==> src/hw/serial_format_defs.vh <==
// register offsets, field positions, reset values and timing counts of the serial format block
`ifndef SERIAL_FORMAT_DEFS_VH
`define SERIAL_FORMAT_DEFS_VH

`define OFS_FORMAT_CTRL      12'h000
`define OFS_CARD_MODE        12'h004
`define OFS_TX_DATA          12'h008
`define OFS_RX_DATA          12'h00C
`define OFS_STATUS           12'h010
`define OFS_BIT_RATE         12'h014

`define FLD_SYNC_MODE        7
`define FLD_WORD_SIZE        6
`define FLD_PARITY_EN        5
`define FLD_PARITY_ODD       4
`define FLD_TWO_STOP         3
`define FLD_ADDR_FLAG        2
`define FLD_PRESC_HI         1
`define FLD_PRESC_LO         0
`define FLD_CARD_IF          0

`define RST_FORMAT_CTRL      8'h00
`define RST_CARD_MODE        8'h00
`define RST_BIT_RATE         8'hFF

`define FIFO_DEPTH_DEF       8
`define RX_SAMPLE_DIV        16

`endif

==> src/hw/byte_fifo.v <==
// parameterised valid/ready FIFO for the transmit data path
module byte_fifo #(
	parameter WIDTH = 8,
	parameter DEPTH = 8,
	parameter AW    = 3
) (
	input  wire             pclk,
	input  wire             presetn,
	input  wire [WIDTH-1:0] in_data,
	input  wire             in_valid,
	output wire             in_ready,
	output wire [WIDTH-1:0] out_data,
	output wire             out_valid,
	input  wire             out_ready
);
	reg [WIDTH-1:0] mem [0:DEPTH-1];
	reg [AW-1:0]    wr_ptr_ff;
	reg [AW-1:0]    rd_ptr_ff;
	reg [AW:0]      count_ff;
	wire            push;
	wire            pop;

	assign in_ready  = (count_ff != DEPTH[AW:0]);
	assign out_valid = (count_ff != {(AW+1){1'b0}});
	assign out_data  = mem[rd_ptr_ff];
	assign push      = in_valid & in_ready;
	assign pop       = out_valid & out_ready;

	always @(posedge pclk) begin
		if (push)
			mem[wr_ptr_ff] <= in_data;
	end

	always @(posedge pclk or negedge presetn) begin
		if (!presetn) begin
			wr_ptr_ff <= {AW{1'b0}};
			rd_ptr_ff <= {AW{1'b0}};
			count_ff  <= {(AW+1){1'b0}};
		end else begin
			if (push)
				wr_ptr_ff <= (wr_ptr_ff == DEPTH[AW-1:0] - 1'b1) ? {AW{1'b0}} : wr_ptr_ff + 1'b1;
			if (pop)
				rd_ptr_ff <= (rd_ptr_ff == DEPTH[AW-1:0] - 1'b1) ? {AW{1'b0}} : rd_ptr_ff + 1'b1;
			if (push & ~pop)
				count_ff <= count_ff + 1'b1;
			else if (pop & ~push)
				count_ff <= count_ff - 1'b1;
		end
	end
endmodule // byte_fifo

==> src/hw/serial_format_channel.v <==
// serial channel: format register, prescaler, transmitter and receiver behind APB
// Notes on behaviour
// RULE1: bit 7 picks asynchronous or clocked synchronous
// RULE2: async bit 6 picks 8 or 7 bits
// RULE3: 7-bit sends LSB first, drops buffer MSB
// RULE4: synchronous mode always uses 8 bits
// RULE5: async bit 5 adds and checks parity
// RULE6: address-flag format disables parity entirely
// RULE7: bit 4 picks even or odd parity
// RULE8: async bit 3 sends one or two stops
// RULE9: receiver checks first stop only
// RULE10: bit 2 enables address-flag format
// RULE11: bits 1:0 divide clock by 1,4,16,64
// RULE12: layout valid only with card select zero
// RULE13: all fields reset zero, read/write
`include "serial_format_defs.vh"
module serial_format_channel #(
	parameter FIFO_DEPTH = `FIFO_DEPTH_DEF
) (
	input  wire        pclk,
	input  wire        presetn,
	input  wire        psel,
	input  wire        penable,
	input  wire        pwrite,
	input  wire [11:0] paddr,
	input  wire [31:0] pwdata,
	output reg  [31:0] prdata,
	output wire        pready,
	output wire        pslverr,
	input  wire        rxd,
	output wire        txd,
	output wire        sck_out,
	output wire        sck_oe,
	input  wire        sck_in
);
	localparam TX_IDLE = 3'h0;
	localparam TX_START = 3'h1;
	localparam TX_DATA = 3'h2;
	localparam TX_PAR = 3'h3;
	localparam TX_STOP = 3'h4;
	localparam RX_IDLE = 3'h0;
	localparam RX_START = 3'h1;
	localparam RX_DATA = 3'h2;
	localparam RX_PAR = 3'h3;
	localparam RX_STOP = 3'h4;

	reg  [7:0]  fmt_ff;
	reg  [7:0]  card_mode_ff;
	reg  [7:0]  bit_rate_ff;
	reg  [7:0]  rx_data_ff;
	reg         rx_full_ff;
	reg         par_err_ff;
	reg         frm_err_ff;
	reg         ovr_err_ff;
	reg         mpb_ff;
	wire        wr_en;
	wire        rd_en;
	wire        addr_ok;

	// decoded format
	wire        card_if;
	wire        sync_mode;
	wire [3:0]  nbits;
	wire        par_used;
	wire        par_odd;
	wire        two_stop;
	wire        addr_fmt;

	assign wr_en   = psel & penable & pwrite;
	assign rd_en   = psel & penable & ~pwrite;
	assign pready  = 1'b1;
	assign addr_ok = (paddr == `OFS_FORMAT_CTRL) | (paddr == `OFS_CARD_MODE) |
	                 (paddr == `OFS_TX_DATA) | (paddr == `OFS_RX_DATA) |
	                 (paddr == `OFS_STATUS) | (paddr == `OFS_BIT_RATE);
	assign pslverr = psel & penable & ~addr_ok;

	// RULE12: card select gates layout
	assign card_if   = card_mode_ff[`FLD_CARD_IF];
	// RULE1: mode select bit
	assign sync_mode = fmt_ff[`FLD_SYNC_MODE] & ~card_if;
	// RULE2: RULE4: length chosen in async only
	assign nbits     = (!sync_mode && fmt_ff[`FLD_WORD_SIZE] && !card_if) ? 4'd7 : 4'd8;
	// RULE10: address-flag format in async only
	assign addr_fmt  = fmt_ff[`FLD_ADDR_FLAG] & ~sync_mode & ~card_if;
	// RULE5: RULE6: parity only without address-flag format
	assign par_used  = fmt_ff[`FLD_PARITY_EN] & ~sync_mode & ~addr_fmt & ~card_if;
	// RULE7: parity sense
	assign par_odd   = fmt_ff[`FLD_PARITY_ODD];
	// RULE8: stop count in async
	assign two_stop  = fmt_ff[`FLD_TWO_STOP] & ~sync_mode & ~card_if;

	// transmit FIFO
	wire        fifo_in_ready;
	wire [8:0]  fifo_out_data;
	wire        fifo_out_valid;
	reg         fifo_pop;
	wire        tx_wr;
	assign tx_wr = wr_en & (paddr == `OFS_TX_DATA);

	byte_fifo #(
		.WIDTH (9),
		.DEPTH (FIFO_DEPTH),
		.AW    (3)
	) u_tx_fifo (
		.pclk      (pclk),
		.presetn   (presetn),
		.in_data   ({pwdata[8], pwdata[7:0]}),
		.in_valid  (tx_wr),
		.in_ready  (fifo_in_ready),
		.out_data  (fifo_out_data),
		.out_valid (fifo_out_valid),
		.out_ready (fifo_pop)
	);

	// RULE11: prescaler select function
	function [6:0] presc_limit;
		input [1:0] sel;
		begin
			case (sel)
				2'b00:   presc_limit = 7'd0;
				2'b01:   presc_limit = 7'd3;
				2'b10:   presc_limit = 7'd15;
				default: presc_limit = 7'd63;
			endcase
		end
	endfunction

	reg  [6:0]  presc_ff;
	reg  [7:0]  rate_ff;
	reg  [3:0]  os_ff;
	wire        presc_tick;
	wire        rate_tick;
	wire        bit_tick;
	// RULE11: prescaler divides phi
	assign presc_tick = (presc_ff == presc_limit({fmt_ff[`FLD_PRESC_HI], fmt_ff[`FLD_PRESC_LO]}));
	assign rate_tick  = presc_tick & (rate_ff == bit_rate_ff);
	// async bit time is 16 rate ticks; sync uses every rate tick as a half period
	assign bit_tick   = rate_tick & (sync_mode | (os_ff == 4'hF));

	always @(posedge pclk or negedge presetn) begin
		if (!presetn) begin
			presc_ff <= 7'd0;
			rate_ff  <= 8'h00;
			os_ff    <= 4'h0;
		end else begin
			presc_ff <= presc_tick ? 7'd0 : presc_ff + 7'd1;
			if (presc_tick)
				rate_ff <= (rate_ff == bit_rate_ff) ? 8'h00 : rate_ff + 8'h01;
			if (rate_tick)
				os_ff <= os_ff + 4'h1;
		end
	end

	// synchronisers for pins
	reg  [1:0]  rxd_sync_ff;
	reg  [1:0]  sck_sync_ff;
	reg         sck_prev_ff;
	wire        rxd_s;
	assign rxd_s = rxd_sync_ff[1];
	always @(posedge pclk or negedge presetn) begin
		if (!presetn) begin
			rxd_sync_ff <= 2'b11;
			sck_sync_ff <= 2'b11;
			sck_prev_ff <= 1'b1;
		end else begin
			rxd_sync_ff <= {rxd_sync_ff[0], rxd};
			sck_sync_ff <= {sck_sync_ff[0], sck_in};
			sck_prev_ff <= sck_sync_ff[1];
		end
	end

	// transmitter
	reg  [2:0]  tx_st_ff;
	reg  [7:0]  tx_sh_ff;
	reg  [3:0]  tx_cnt_ff;
	reg         tx_par_ff;
	reg         tx_mpb_ff;
	reg         txd_ff;
	reg         sck_ff;
	reg         tx_phase_ff;
	assign txd     = txd_ff;
	assign sck_out = sck_ff;
	assign sck_oe  = sync_mode;

	// next word loads as the last stop bit ends, so back-to-back frames leave no idle bit
	always @* begin
		fifo_pop = fifo_out_valid & bit_tick & ~tx_phase_ff &
		           ((tx_st_ff == TX_IDLE) |
		            ((tx_st_ff == TX_STOP) & ~(two_stop & (tx_cnt_ff == 4'h0))));
	end

	always @(posedge pclk or negedge presetn) begin
		if (!presetn) begin
			tx_st_ff    <= TX_IDLE;
			tx_sh_ff    <= 8'h00;
			tx_cnt_ff   <= 4'h0;
			tx_par_ff   <= 1'b0;
			tx_mpb_ff   <= 1'b0;
			txd_ff      <= 1'b1;
			sck_ff      <= 1'b1;
			tx_phase_ff <= 1'b0;
		end else if (bit_tick) begin
			// phase cleared outside sync mode, a stale phase would block async loads
			tx_phase_ff <= sync_mode & ~tx_phase_ff;
			case (tx_st_ff)
				TX_IDLE: begin
					txd_ff <= 1'b1;
					sck_ff <= 1'b1;
				end
				TX_START: begin
					// RULE3: LSB first transmission
					txd_ff    <= tx_sh_ff[0];
					tx_par_ff <= tx_par_ff ^ tx_sh_ff[0];
					tx_sh_ff  <= {1'b0, tx_sh_ff[7:1]};
					tx_cnt_ff <= 4'h1;
					tx_st_ff  <= TX_DATA;
				end
				TX_DATA: begin
					if (sync_mode && tx_phase_ff) begin
						// sync clock rises mid-bit while txd stands still
						sck_ff <= 1'b1;
					end else begin
						// RULE3: RULE2: stop after nbits, MSB dropped
						if (tx_cnt_ff == nbits) begin
							if (par_used) begin
								txd_ff   <= tx_par_ff;
								tx_st_ff <= TX_PAR;
							end else if (addr_fmt) begin
								txd_ff   <= tx_mpb_ff;
								tx_st_ff <= TX_PAR;
							end else if (sync_mode) begin
								tx_st_ff <= TX_IDLE;
							end else begin
								txd_ff    <= 1'b1;
								tx_cnt_ff <= 4'h0;
								tx_st_ff  <= TX_STOP;
							end
						end else begin
							sck_ff    <= ~sync_mode;
							txd_ff    <= tx_sh_ff[0];
							tx_par_ff <= tx_par_ff ^ tx_sh_ff[0];
							tx_sh_ff  <= {1'b0, tx_sh_ff[7:1]};
							tx_cnt_ff <= tx_cnt_ff + 4'h1;
						end
					end
				end
				TX_PAR: begin
					txd_ff    <= 1'b1;
					tx_cnt_ff <= 4'h0;
					tx_st_ff  <= TX_STOP;
				end
				TX_STOP: begin
					// RULE8: one or two stop bits
					if (two_stop && tx_cnt_ff == 4'h0)
						tx_cnt_ff <= 4'h1;
					else
						tx_st_ff <= TX_IDLE;
				end
				default: tx_st_ff <= TX_IDLE;
			endcase
			if (fifo_pop) begin
				// sync frames have no start bit: first data bit and falling clock go out now
				tx_mpb_ff <= fifo_out_data[8];
				tx_par_ff <= par_odd;
				tx_cnt_ff <= sync_mode ? 4'h1 : 4'h0;
				tx_st_ff  <= sync_mode ? TX_DATA : TX_START;
				txd_ff    <= sync_mode ? fifo_out_data[0] : 1'b0;
				sck_ff    <= ~sync_mode;
				tx_sh_ff  <= sync_mode ? {1'b0, fifo_out_data[7:1]} : fifo_out_data[7:0];
			end
		end
	end

	// receiver, async samples mid-bit with 16x oversampling
	reg  [2:0]  rx_st_ff;
	reg  [3:0]  rx_os_ff;
	reg  [3:0]  rx_cnt_ff;
	reg  [7:0]  rx_sh_ff;
	reg         rx_par_ff;
	reg         rx_mpb_ff;
	reg         rx_done;
	reg         rx_perr;
	reg         rx_ferr;
	wire        rx_mid;
	wire        sck_rise;
	wire        rx_smp;
	assign rx_mid   = rate_tick & (rx_os_ff == 4'h7);
	assign sck_rise = sck_sync_ff[1] & ~sck_prev_ff;
	assign rx_smp   = sync_mode ? sck_rise : rx_mid;

	always @(posedge pclk or negedge presetn) begin
		if (!presetn) begin
			rx_st_ff  <= RX_IDLE;
			rx_os_ff  <= 4'h0;
			rx_cnt_ff <= 4'h0;
			rx_sh_ff  <= 8'h00;
			rx_par_ff <= 1'b0;
			rx_mpb_ff <= 1'b0;
			rx_done   <= 1'b0;
			rx_perr   <= 1'b0;
			rx_ferr   <= 1'b0;
		end else begin
			rx_done <= 1'b0;
			if (rate_tick)
				rx_os_ff <= rx_os_ff + 4'h1;
			case (rx_st_ff)
				RX_IDLE: begin
					rx_cnt_ff <= 4'h0;
					rx_par_ff <= par_odd;
					rx_mpb_ff <= 1'b0;
					if (sync_mode && sck_rise) begin
						rx_sh_ff  <= {rxd_s, rx_sh_ff[7:1]};
						rx_cnt_ff <= 4'h1;
						rx_st_ff  <= RX_DATA;
					end else if (!sync_mode && !rxd_s) begin
						rx_os_ff <= 4'h0;
						rx_st_ff <= RX_START;
					end
				end
				RX_START: begin
					if (rx_mid)
						rx_st_ff <= rxd_s ? RX_IDLE : RX_DATA;
				end
				RX_DATA: begin
					if (rx_smp) begin
						rx_sh_ff  <= {rxd_s, rx_sh_ff[7:1]};
						rx_par_ff <= rx_par_ff ^ rxd_s;
						rx_cnt_ff <= rx_cnt_ff + 4'h1;
						if (rx_cnt_ff + 4'h1 == nbits) begin
							if (sync_mode) begin
								rx_done  <= 1'b1;
								rx_perr  <= 1'b0;
								rx_ferr  <= 1'b0;
								rx_st_ff <= RX_IDLE;
							end else begin
								rx_st_ff <= (par_used | addr_fmt) ? RX_PAR : RX_STOP;
							end
						end
					end
				end
				RX_PAR: begin
					if (rx_mid) begin
						rx_par_ff <= rx_par_ff ^ rxd_s;
						rx_mpb_ff <= rxd_s;
						rx_st_ff  <= RX_STOP;
					end
				end
				RX_STOP: begin
					// RULE9: only first stop checked
					if (rx_mid) begin
						rx_done  <= 1'b1;
						// RULE5: RULE6: parity check skipped in address-flag format
						rx_perr  <= par_used & rx_par_ff;
						rx_ferr  <= ~rxd_s;
						rx_st_ff <= RX_IDLE;
					end
				end
				default: rx_st_ff <= RX_IDLE;
			endcase
		end
	end

	wire [7:0] rx_word;
	// RULE2: 7-bit word is right-aligned
	assign rx_word = (nbits == 4'd7) ? {1'b0, rx_sh_ff[7:1]} : rx_sh_ff;

	wire rx_rd;
	wire st_wr;
	assign rx_rd = rd_en & (paddr == `OFS_RX_DATA);
	assign st_wr = wr_en & (paddr == `OFS_STATUS);

	// register file
	always @(posedge pclk or negedge presetn) begin
		if (!presetn) begin
			// RULE13: fields reset to zero
			fmt_ff       <= `RST_FORMAT_CTRL;
			card_mode_ff <= `RST_CARD_MODE;
			bit_rate_ff  <= `RST_BIT_RATE;
			rx_data_ff   <= 8'h00;
			rx_full_ff   <= 1'b0;
			par_err_ff   <= 1'b0;
			frm_err_ff   <= 1'b0;
			ovr_err_ff   <= 1'b0;
			mpb_ff       <= 1'b0;
		end else begin
			// RULE13: software read/write
			if (wr_en && paddr == `OFS_FORMAT_CTRL)
				fmt_ff <= pwdata[7:0];
			if (wr_en && paddr == `OFS_CARD_MODE)
				card_mode_ff <= pwdata[7:0];
			if (wr_en && paddr == `OFS_BIT_RATE)
				bit_rate_ff <= pwdata[7:0];
			// set wins over clear
			if (rx_done) begin
				if (rx_full_ff && !rx_rd)
					ovr_err_ff <= 1'b1;
				else begin
					rx_data_ff <= rx_word;
					mpb_ff     <= rx_mpb_ff;
				end
				rx_full_ff <= 1'b1;
				par_err_ff <= par_err_ff | rx_perr;
				frm_err_ff <= frm_err_ff | rx_ferr;
			end else begin
				if (rx_rd)
					rx_full_ff <= 1'b0;
				if (st_wr) begin
					par_err_ff <= par_err_ff & ~pwdata[3];
					frm_err_ff <= frm_err_ff & ~pwdata[4];
					ovr_err_ff <= ovr_err_ff & ~pwdata[5];
				end
			end
		end
	end

	always @* begin
		prdata = 32'h00000000;
		case (paddr)
			`OFS_FORMAT_CTRL: prdata = {24'h000000, fmt_ff};
			`OFS_CARD_MODE:   prdata = {24'h000000, card_mode_ff};
			`OFS_RX_DATA:     prdata = {24'h000000, rx_data_ff};
			`OFS_BIT_RATE:    prdata = {24'h000000, bit_rate_ff};
			`OFS_STATUS:      prdata = {26'h0000000, ovr_err_ff, frm_err_ff, par_err_ff,
			                            rx_full_ff, mpb_ff, fifo_in_ready};
			default:          prdata = 32'h00000000;
		endcase
	end
endmodule // serial_format_channel

==> config.mk <==
export PLATFORM = sky130hd
export DESIGN_NAME = serial_format_channel
export DESIGN_NICKNAME = d
export VERILOG_FILES = /design/src/hw/byte_fifo.v /design/src/hw/serial_format_channel.v
export VERILOG_INCLUDE_DIRS = /design/src /design/src/hw
export SDC_FILE = /design/constraint.sdc
export NUM_CORES = 1
export LEC_CHECK = 0
export BUFFER_PORTS_ARGS = -buffer_cell sky130_fd_sc_hd__buf_2
export CAP_MARGIN = 20
export CORE_MARGIN = 3
export CORE_UTILIZATION = 46
export DETAILED_ROUTE_END_ITERATION = 8
export PLACE_DENSITY = 0.74
export SETUP_SLACK_MARGIN = 0.1
export SYNTH_ARGS = -nofsm -noshare
export SYNTH_HDL_FRONTEND = slang
export SYNTH_SLANG_ARGS = --single-unit
==> constraint.sdc <==
create_clock -name pclk -period 3 [get_ports pclk]
set_clock_uncertainty 0.05 [all_clocks]
set_input_delay 0.6 -clock pclk [delete_from_list [all_inputs] [get_ports pclk]]
set_output_delay 0.6 -clock pclk [all_outputs]
set_load 0.05 [all_outputs]
==> results_dict.tcl, run 1 <==
set metrics [dict create \
    n_antenna_cell 0 \
    firstDrtPassIters 5 \
    vias 6309 \
    dp_hpwl_mm 14.0 \
    drtIter0Drc 667 \
    ys.flop_type "dfrtp_1" \
    finalSetupViolCount 0 \
    cts-root-buf "clkbuf_16" \
    path_clk_slew_ps 70 \
    regArea_sq_um 5060 \
    clock_path_buffers 2 \
    power_density_nw_per_um2 694 \
    syn_area_sq_um 9230 \
    viasPerCell 5.72 \
    io_pins 88 \
    grt_overflow 0 \
    wl_per_cell_um 18.7 \
    grt_usage_pct 19.4 \
    yosys_register_bits 187 \
    clk_latency_ps 440 \
    start_kind "flop" \
    htreeDepth 4 \
    max_freq_mhz 343 \
    worstPathRequired_ps 3270 \
    cts_buffers 17 \
    ys_types 77 \
    fp.dieH_um 148 \
    multi_input_area_sq_um 4060 \
    port_buffers 39 \
    hold_violations 0 \
    slew_violations 0 \
    critPathMaxStageDelay_ps 560 \
    rsz0062_at_grt "yes" \
    power_uw 7460 \
    grt_max_degree 52 \
    worstSetupEndpointType "flop" \
    yosys_warnings 0 \
    slowest_stage "or4_4" \
    final_util_pct 54.9 \
    peakVddDrop_v 0.000437 \
    grt_pass1_wl_mm 33.3 \
    slew-limit-headroom_pct 46.0 \
    fillCellCount 1579 \
    drive_above_1_share_pct 30.5 \
    cts_tree "built" \
    mostFrequentLayoutCells "100 x dfrtp_1, 72 x edfxtp_1, 60 x nand2_1, 59 x buf_4, 45 x nor2_1" \
    drc 0 \
    cap_viol_max_count 0 \
    cts_sinks 187 \
    antenna_found_initial 0 \
    min_period_over_period_pct 97.1 \
    synth_edf_count 72 \
    worstMarginPinSlew_ps 810 \
    core_sq_um 19600 \
    yosysSeqAreaShare_pct 54.8 \
    async_reset_ff_share_pct 61.5 \
    initial_core_util_pct 47.1 \
    fin_nets 891 \
    detail-route-antenna-nets 0 \
    route.final.wire_length_mm 20.6 \
    min_path_type "input port to asynchronous set/reset pin" \
    p_leak_uw 0.00437 \
    die-width_um 148 \
    cp.arrival_ps 3180 \
    fin_crit_ps 2910 \
    syn2layout_area_growth_pct 16.5 \
    grt_pass1_vias 6181 \
    critPathMaxFanout 3 \
    postSynthAreaPerCell_sq_um 12.4 \
    die_area_sq_um 21800 \
    crit_chain "or4_4 -> a211oi_4 -> o2111ai_4 -> nor2_4 -> inv_4 -> ha_4 -> inv_4 -> ha_4 -> a21o_1 -> a21oi_2 -> xnor2_1 -> nor2_1 -> xor2_1" \
    crit_type "flop to flop" \
    layout_commonest_cell "dfrtp_1" \
    gp_congestion 0.920 \
    num_rows 51 \
    outcome "complete, no violations" \
    synth_cells 742 \
]
-- logic make-up (layout without fill, tap and decap cells) --
kind of cell             count (synthesis)  after routing  share of synthesized area (%)
buffers and inverters                   70            143                           4.12
adder cells (fa/ha/maj)                 15             15                           2.12
XOR/XNOR                                25             25                           2.37
AND/OR/NAND/NOR                        215            215                           11.9
flip-flops                             187            187                           54.8
multiplexers                            94             94                           14.3
AO/OA/AOI/OAI                          134            134                           10.2
other                                    2             25                         0.0814
-- registers in the layout (all words and copies together) (netlist names), 7 cells and up --
signal / cells
u_tx_fifo.mem: 72
fmt_ff: 8
bit_rate_ff: 8
tx_sh_ff: 8
presc_ff: 7
rate_ff: 8
card_mode_ff: 8
rx_data_ff: 8
rx_sh_ff: 8
-- layer usage --
metal | GRT usage [%] | vias up | share of wire, %
li1 | - | 2903 | -
met5 | 0 | - | 0
met2 | 29.8 | 228 | 47
met1 | 27.2 | 3133 | 45
met3 | 4.63 | 45 | 6.2
met4 | 7.18 | 0 | 2.4
-- path summary, 6_finish.rpt --
check | startpoint | to | slack (ps) | cells after the start
hold reg to reg | rxd_sync_ff[0] | rxd_sync_ff[1] | 310 | 0
setup / recovery | presc_ff[1] | u_tx_fifo.count_ff[3] | 90 | 13
hold / removal | presetn | rx_os_ff[3] | 120 | 1
max in group asynchronous | presetn | sck_out | 2000 | 2
min in group pclk | rxd | rxd_sync_ff[0] | 210 | 1
setup reg to reg | presc_ff[1] | u_tx_fifo.count_ff[3] | 90 | 13
-- layout make-up --
| cell class | count | share of cell area (%) |
|---|---|---|
| repair buffers | 97 | 6.44 |
| inverters | 14 | 0.535 |
| multi-input cells | 508 | 37.7 |
| well taps | 265 | 3.08 |
| flip-flops and latches | 187 | 47.1 |
| clock inverters | 8 | 0.582 |
| clock buffers | 24 | 4.59 |
-- Yosys cell counts (15+ instances only) --
library cell / n / area (sq um)
a21oi_1: 26 / 130
a31oi_1: 20 / 125
buf_4: 26 / 195
clkbuf_1: 18 / 67.6
dfrtp_1: 100 / 2500
dfstp_2: 15 / 394
edfxtp_1: 72 / 2160
mux2_2: 35 / 394
mux2i_1: 27 / 270
mux4_2: 23 / 518
nand2_1: 60 / 225
nand3_1: 19 / 95.1
nor2_1: 45 / 169
nor3_1: 19 / 95.1
o21ai_0: 27 / 135
xnor2_1: 17 / 149
-- through the flow --
step / instance area (sq um) / worst slack [ps] / hold WS, ps / setup TNS (ps) / cells
floorplan: 9360 / -213 / 254 / -1500 / 765
global placement: 9900 / -59.6 / 297 / -137 / 1057
detailed placement: 9900 / -127 / 300 / -684 / 1057
CTS: 10600 / 116 / 134 / 0 / 1097
global route: 10800 / -35.5 / 157 / -38.4 / 1103
finish: 10800 / 88.4 / 116 / 0 / 1103
-- critical path, delay by kind of cell, from the launching register on --
family,cells,cell delay (ps)
adder cells (fa/ha/maj),2,360
buffers and inverters,2,130
XOR/XNOR,2,270
flip-flops,1,390
AO/OA/AOI/OAI,4,820
AND/OR/NAND/NOR,3,780
-- what timing repair did --
action / in CTS / in global routing
resized for setup: 13 / 31
setup endpoints to repair: 9 / 7
setup buffers: 8 / 5
hold buffers: 0 / 0
pin swaps: 6 / 18
cloned: 0 / 1
-- power by group --
part | total, uW | leakage, uW | internal, uW | switching [uW]
Combinational | 2090 | 0.00197 | 971 | 1120
Sequential | 3260 | 0.00213 | 2930 | 337
Clock | 2110 | 0.000266 | 1160 | 950
Note: power is estimated with default switching activity, not from simulation.
==> run 2, diff against run 1 <==
--- a/config.mk
+++ b/config.mk
@@ -9,5 +9,6 @@
 export BUFFER_PORTS_ARGS = -buffer_cell sky130_fd_sc_hd__buf_2
-export CAP_MARGIN = 20
+export CAP_MARGIN = 30
 export CORE_MARGIN = 3
 export CORE_UTILIZATION = 46
+export CTS_CLUSTER_DIAMETER = 80
 export DETAILED_ROUTE_END_ITERATION = 8
--- a/constraint.sdc
+++ b/constraint.sdc
@@ -4,2 +4,2 @@
 set_output_delay 0.6 -clock pclk [all_outputs]
-set_load 0.05 [all_outputs]
+set_load 0.01 [all_outputs]
==> run 2 against run 1 <==
- wire length decreased by 3.5%
- fmax is 1.3% higher
- die area stayed put
- first-iteration DRC count fell by 16%
- worst hold slack improved by 93 ps
- power is 0.35% lower
==> results_dict.tcl, run 2 (synthesis results as in run 1) <==
set metrics [dict create \
    worstSetupEndpointType "flop" \
    grt_max_degree 47 \
    fin_crit_ps 2870 \
    worstPathRequired_ps 3260 \
    layout_commonest_cell "dfrtp_1" \
    io_pins 88 \
    slew-limit-headroom_pct 51.6 \
    n_antenna_cell 0 \
    mostFrequentLayoutCells "100 x dfrtp_1, 72 x edfxtp_1, 60 x nand2_1, 45 x nor2_1, 45 x buf_4" \
    peakVddDrop_v 0.000378 \
    crit_type "flop to flop" \
    startpoint "presc_ff[1]" \
    grt_pass1_wl_mm 32.7 \
    dp_hpwl_mm 13.6 \
    cts-root-buf "clkbuf_16" \
    grt_pass1_vias 6100 \
    critPathMaxStageDelay_ps 540 \
    wl_per_cell_um 18.2 \
    initial_core_util_pct 47.1 \
    cts_tree "built" \
    largest_register_ffs 72 \
    hold_violations 0 \
    num_rows 51 \
    fin_cells 1091 \
    port_buffers 39 \
    detail-route-antenna-nets 0 \
    dp.cells 1058 \
    outcome "complete, no violations" \
    regMostFlops "u_tx_fifo.mem" \
    fp.dieH_um 148 \
    max_freq_mhz 348 \
    cp.arrival_ps 3130 \
    path_clk_slew_ps 80 \
    slowest_stage "or4_4" \
    worstMarginPinSlew_ps 722 \
    min_period_over_period_pct 95.8 \
    grt_overflow 0 \
    r2r_start "presc_ff[1]" \
    hold_start "rxd" \
    rsz0062_at_grt "yes" \
    fin_nets 879 \
    finalSetupViolCount 0 \
    clock_path_buffers 2 \
    p_leak_uw 0.00429 \
    die_area_sq_um 21800 \
    die-width_um 148 \
    cts_buffers 17 \
    core_sq_um 19600 \
    clk_latency_ps 430 \
    vias 6274 \
    crit_chain "or4_4 -> a211oi_4 -> o2111ai_4 -> nor2_4 -> inv_4 -> ha_4 -> inv_4 -> ha_4 -> a21o_1 -> a21oi_2 -> xnor2_1 -> nor2_1 -> xor2_1" \
    drtIter0Drc 557 \
    min_path_type "input port to flop" \
    cts_sinks 187 \
    drive_above_1_share_pct 28.3 \
    drc 0 \
    gp_congestion 0.884 \
    slew_violations 0 \
    power_uw 7430 \
    critPathMaxFanout 3 \
    firstDrtPassIters 5 \
    power_density_nw_per_um2 703 \
    cap_viol_max_count 0 \
    tns_ps 0 \
    route.final.wire_length_mm 19.9 \
    htreeDepth 4 \
    syn2layout_area_growth_pct 14.6 \
    start_kind "flop" \
    viasPerCell 5.75 \
    antenna_found_initial 0 \
    grt_usage_pct 18.9 \
]
[run 2: area by class of cell]
| type | count | area [sq um] |
|---|---|---|
| clock inverter | 14 | 145 |
| clock buffer | 18 | 450 |
| sequential | 187 | 5060 |
| tap | 265 | 332 |
| inverter | 14 | 57.6 |
| multi-input combinational | 508 | 3970 |
| timing repair buffer | 85 | 558 |
| fill | 1646 | 9020 |
[run 2: power breakdown]
group          switching, uW  internal, uW
registers                310          2920
logic                   1040           934
clock network           1060          1160
total                   2410          5020
[run 2: critical path, delay by kind of cell, from the launching register on]
family	cells	cell delay (ps)
xor+xnor	2	270
compound gates	4	780
fa+ha+maj	2	360
flops	1	390
buf+inv	2	120
simple gates	3	770
[run 2: worst paths after layout]
| check | endpoint | slack, ps | cells after the start |
|---|---|---|---|
| setup / recovery | u_tx_fifo.count_ff[3] | 130 | 13 |
| hold / removal | rxd_sync_ff[0] | 210 | 1 |
| setup reg to reg | u_tx_fifo.count_ff[3] | 130 | 13 |
| hold reg to reg | sck_sync_ff[1] | 310 | 0 |
| max in group asynchronous | bit_rate_ff[0] | 1690 | 3 |
| min in group asynchronous | rx_os_ff[3] | 530 | 2 |
[run 2: repair_timing]
item	CTS	global route
pin swaps	1	1
endpoints found under the hold margin	16	0
setup endpoints to repair	1	8
resized for setup	1	4
setup buffers	0	0
hold buffers	1	0
[run 2: routing by layer]
metal	routed length, um	track usage (%)
met1	9200	27.7
met3	1100	3.68
met2	9400	29.9
met4	167	3.77
met5	0	0
[run 2: stage by stage]
| stage | setup slack, ps | util [%] | hold WS [ps] | cell area, sq um |
|---|---|---|---|---|
| after global placement | 104 | 50.7 | 297 | 9940 |
| after global routing | 4.98 | 54.0 | 187 | 10600 |
| after detailed placement | 25.7 | 50.7 | 297 | 9940 |
| final | 127 | 54.0 | 210 | 10600 |
| after CTS | 102 | 53.9 | 195 | 10600 |
| after floorplan | -115 | - | 254 | 9390 |
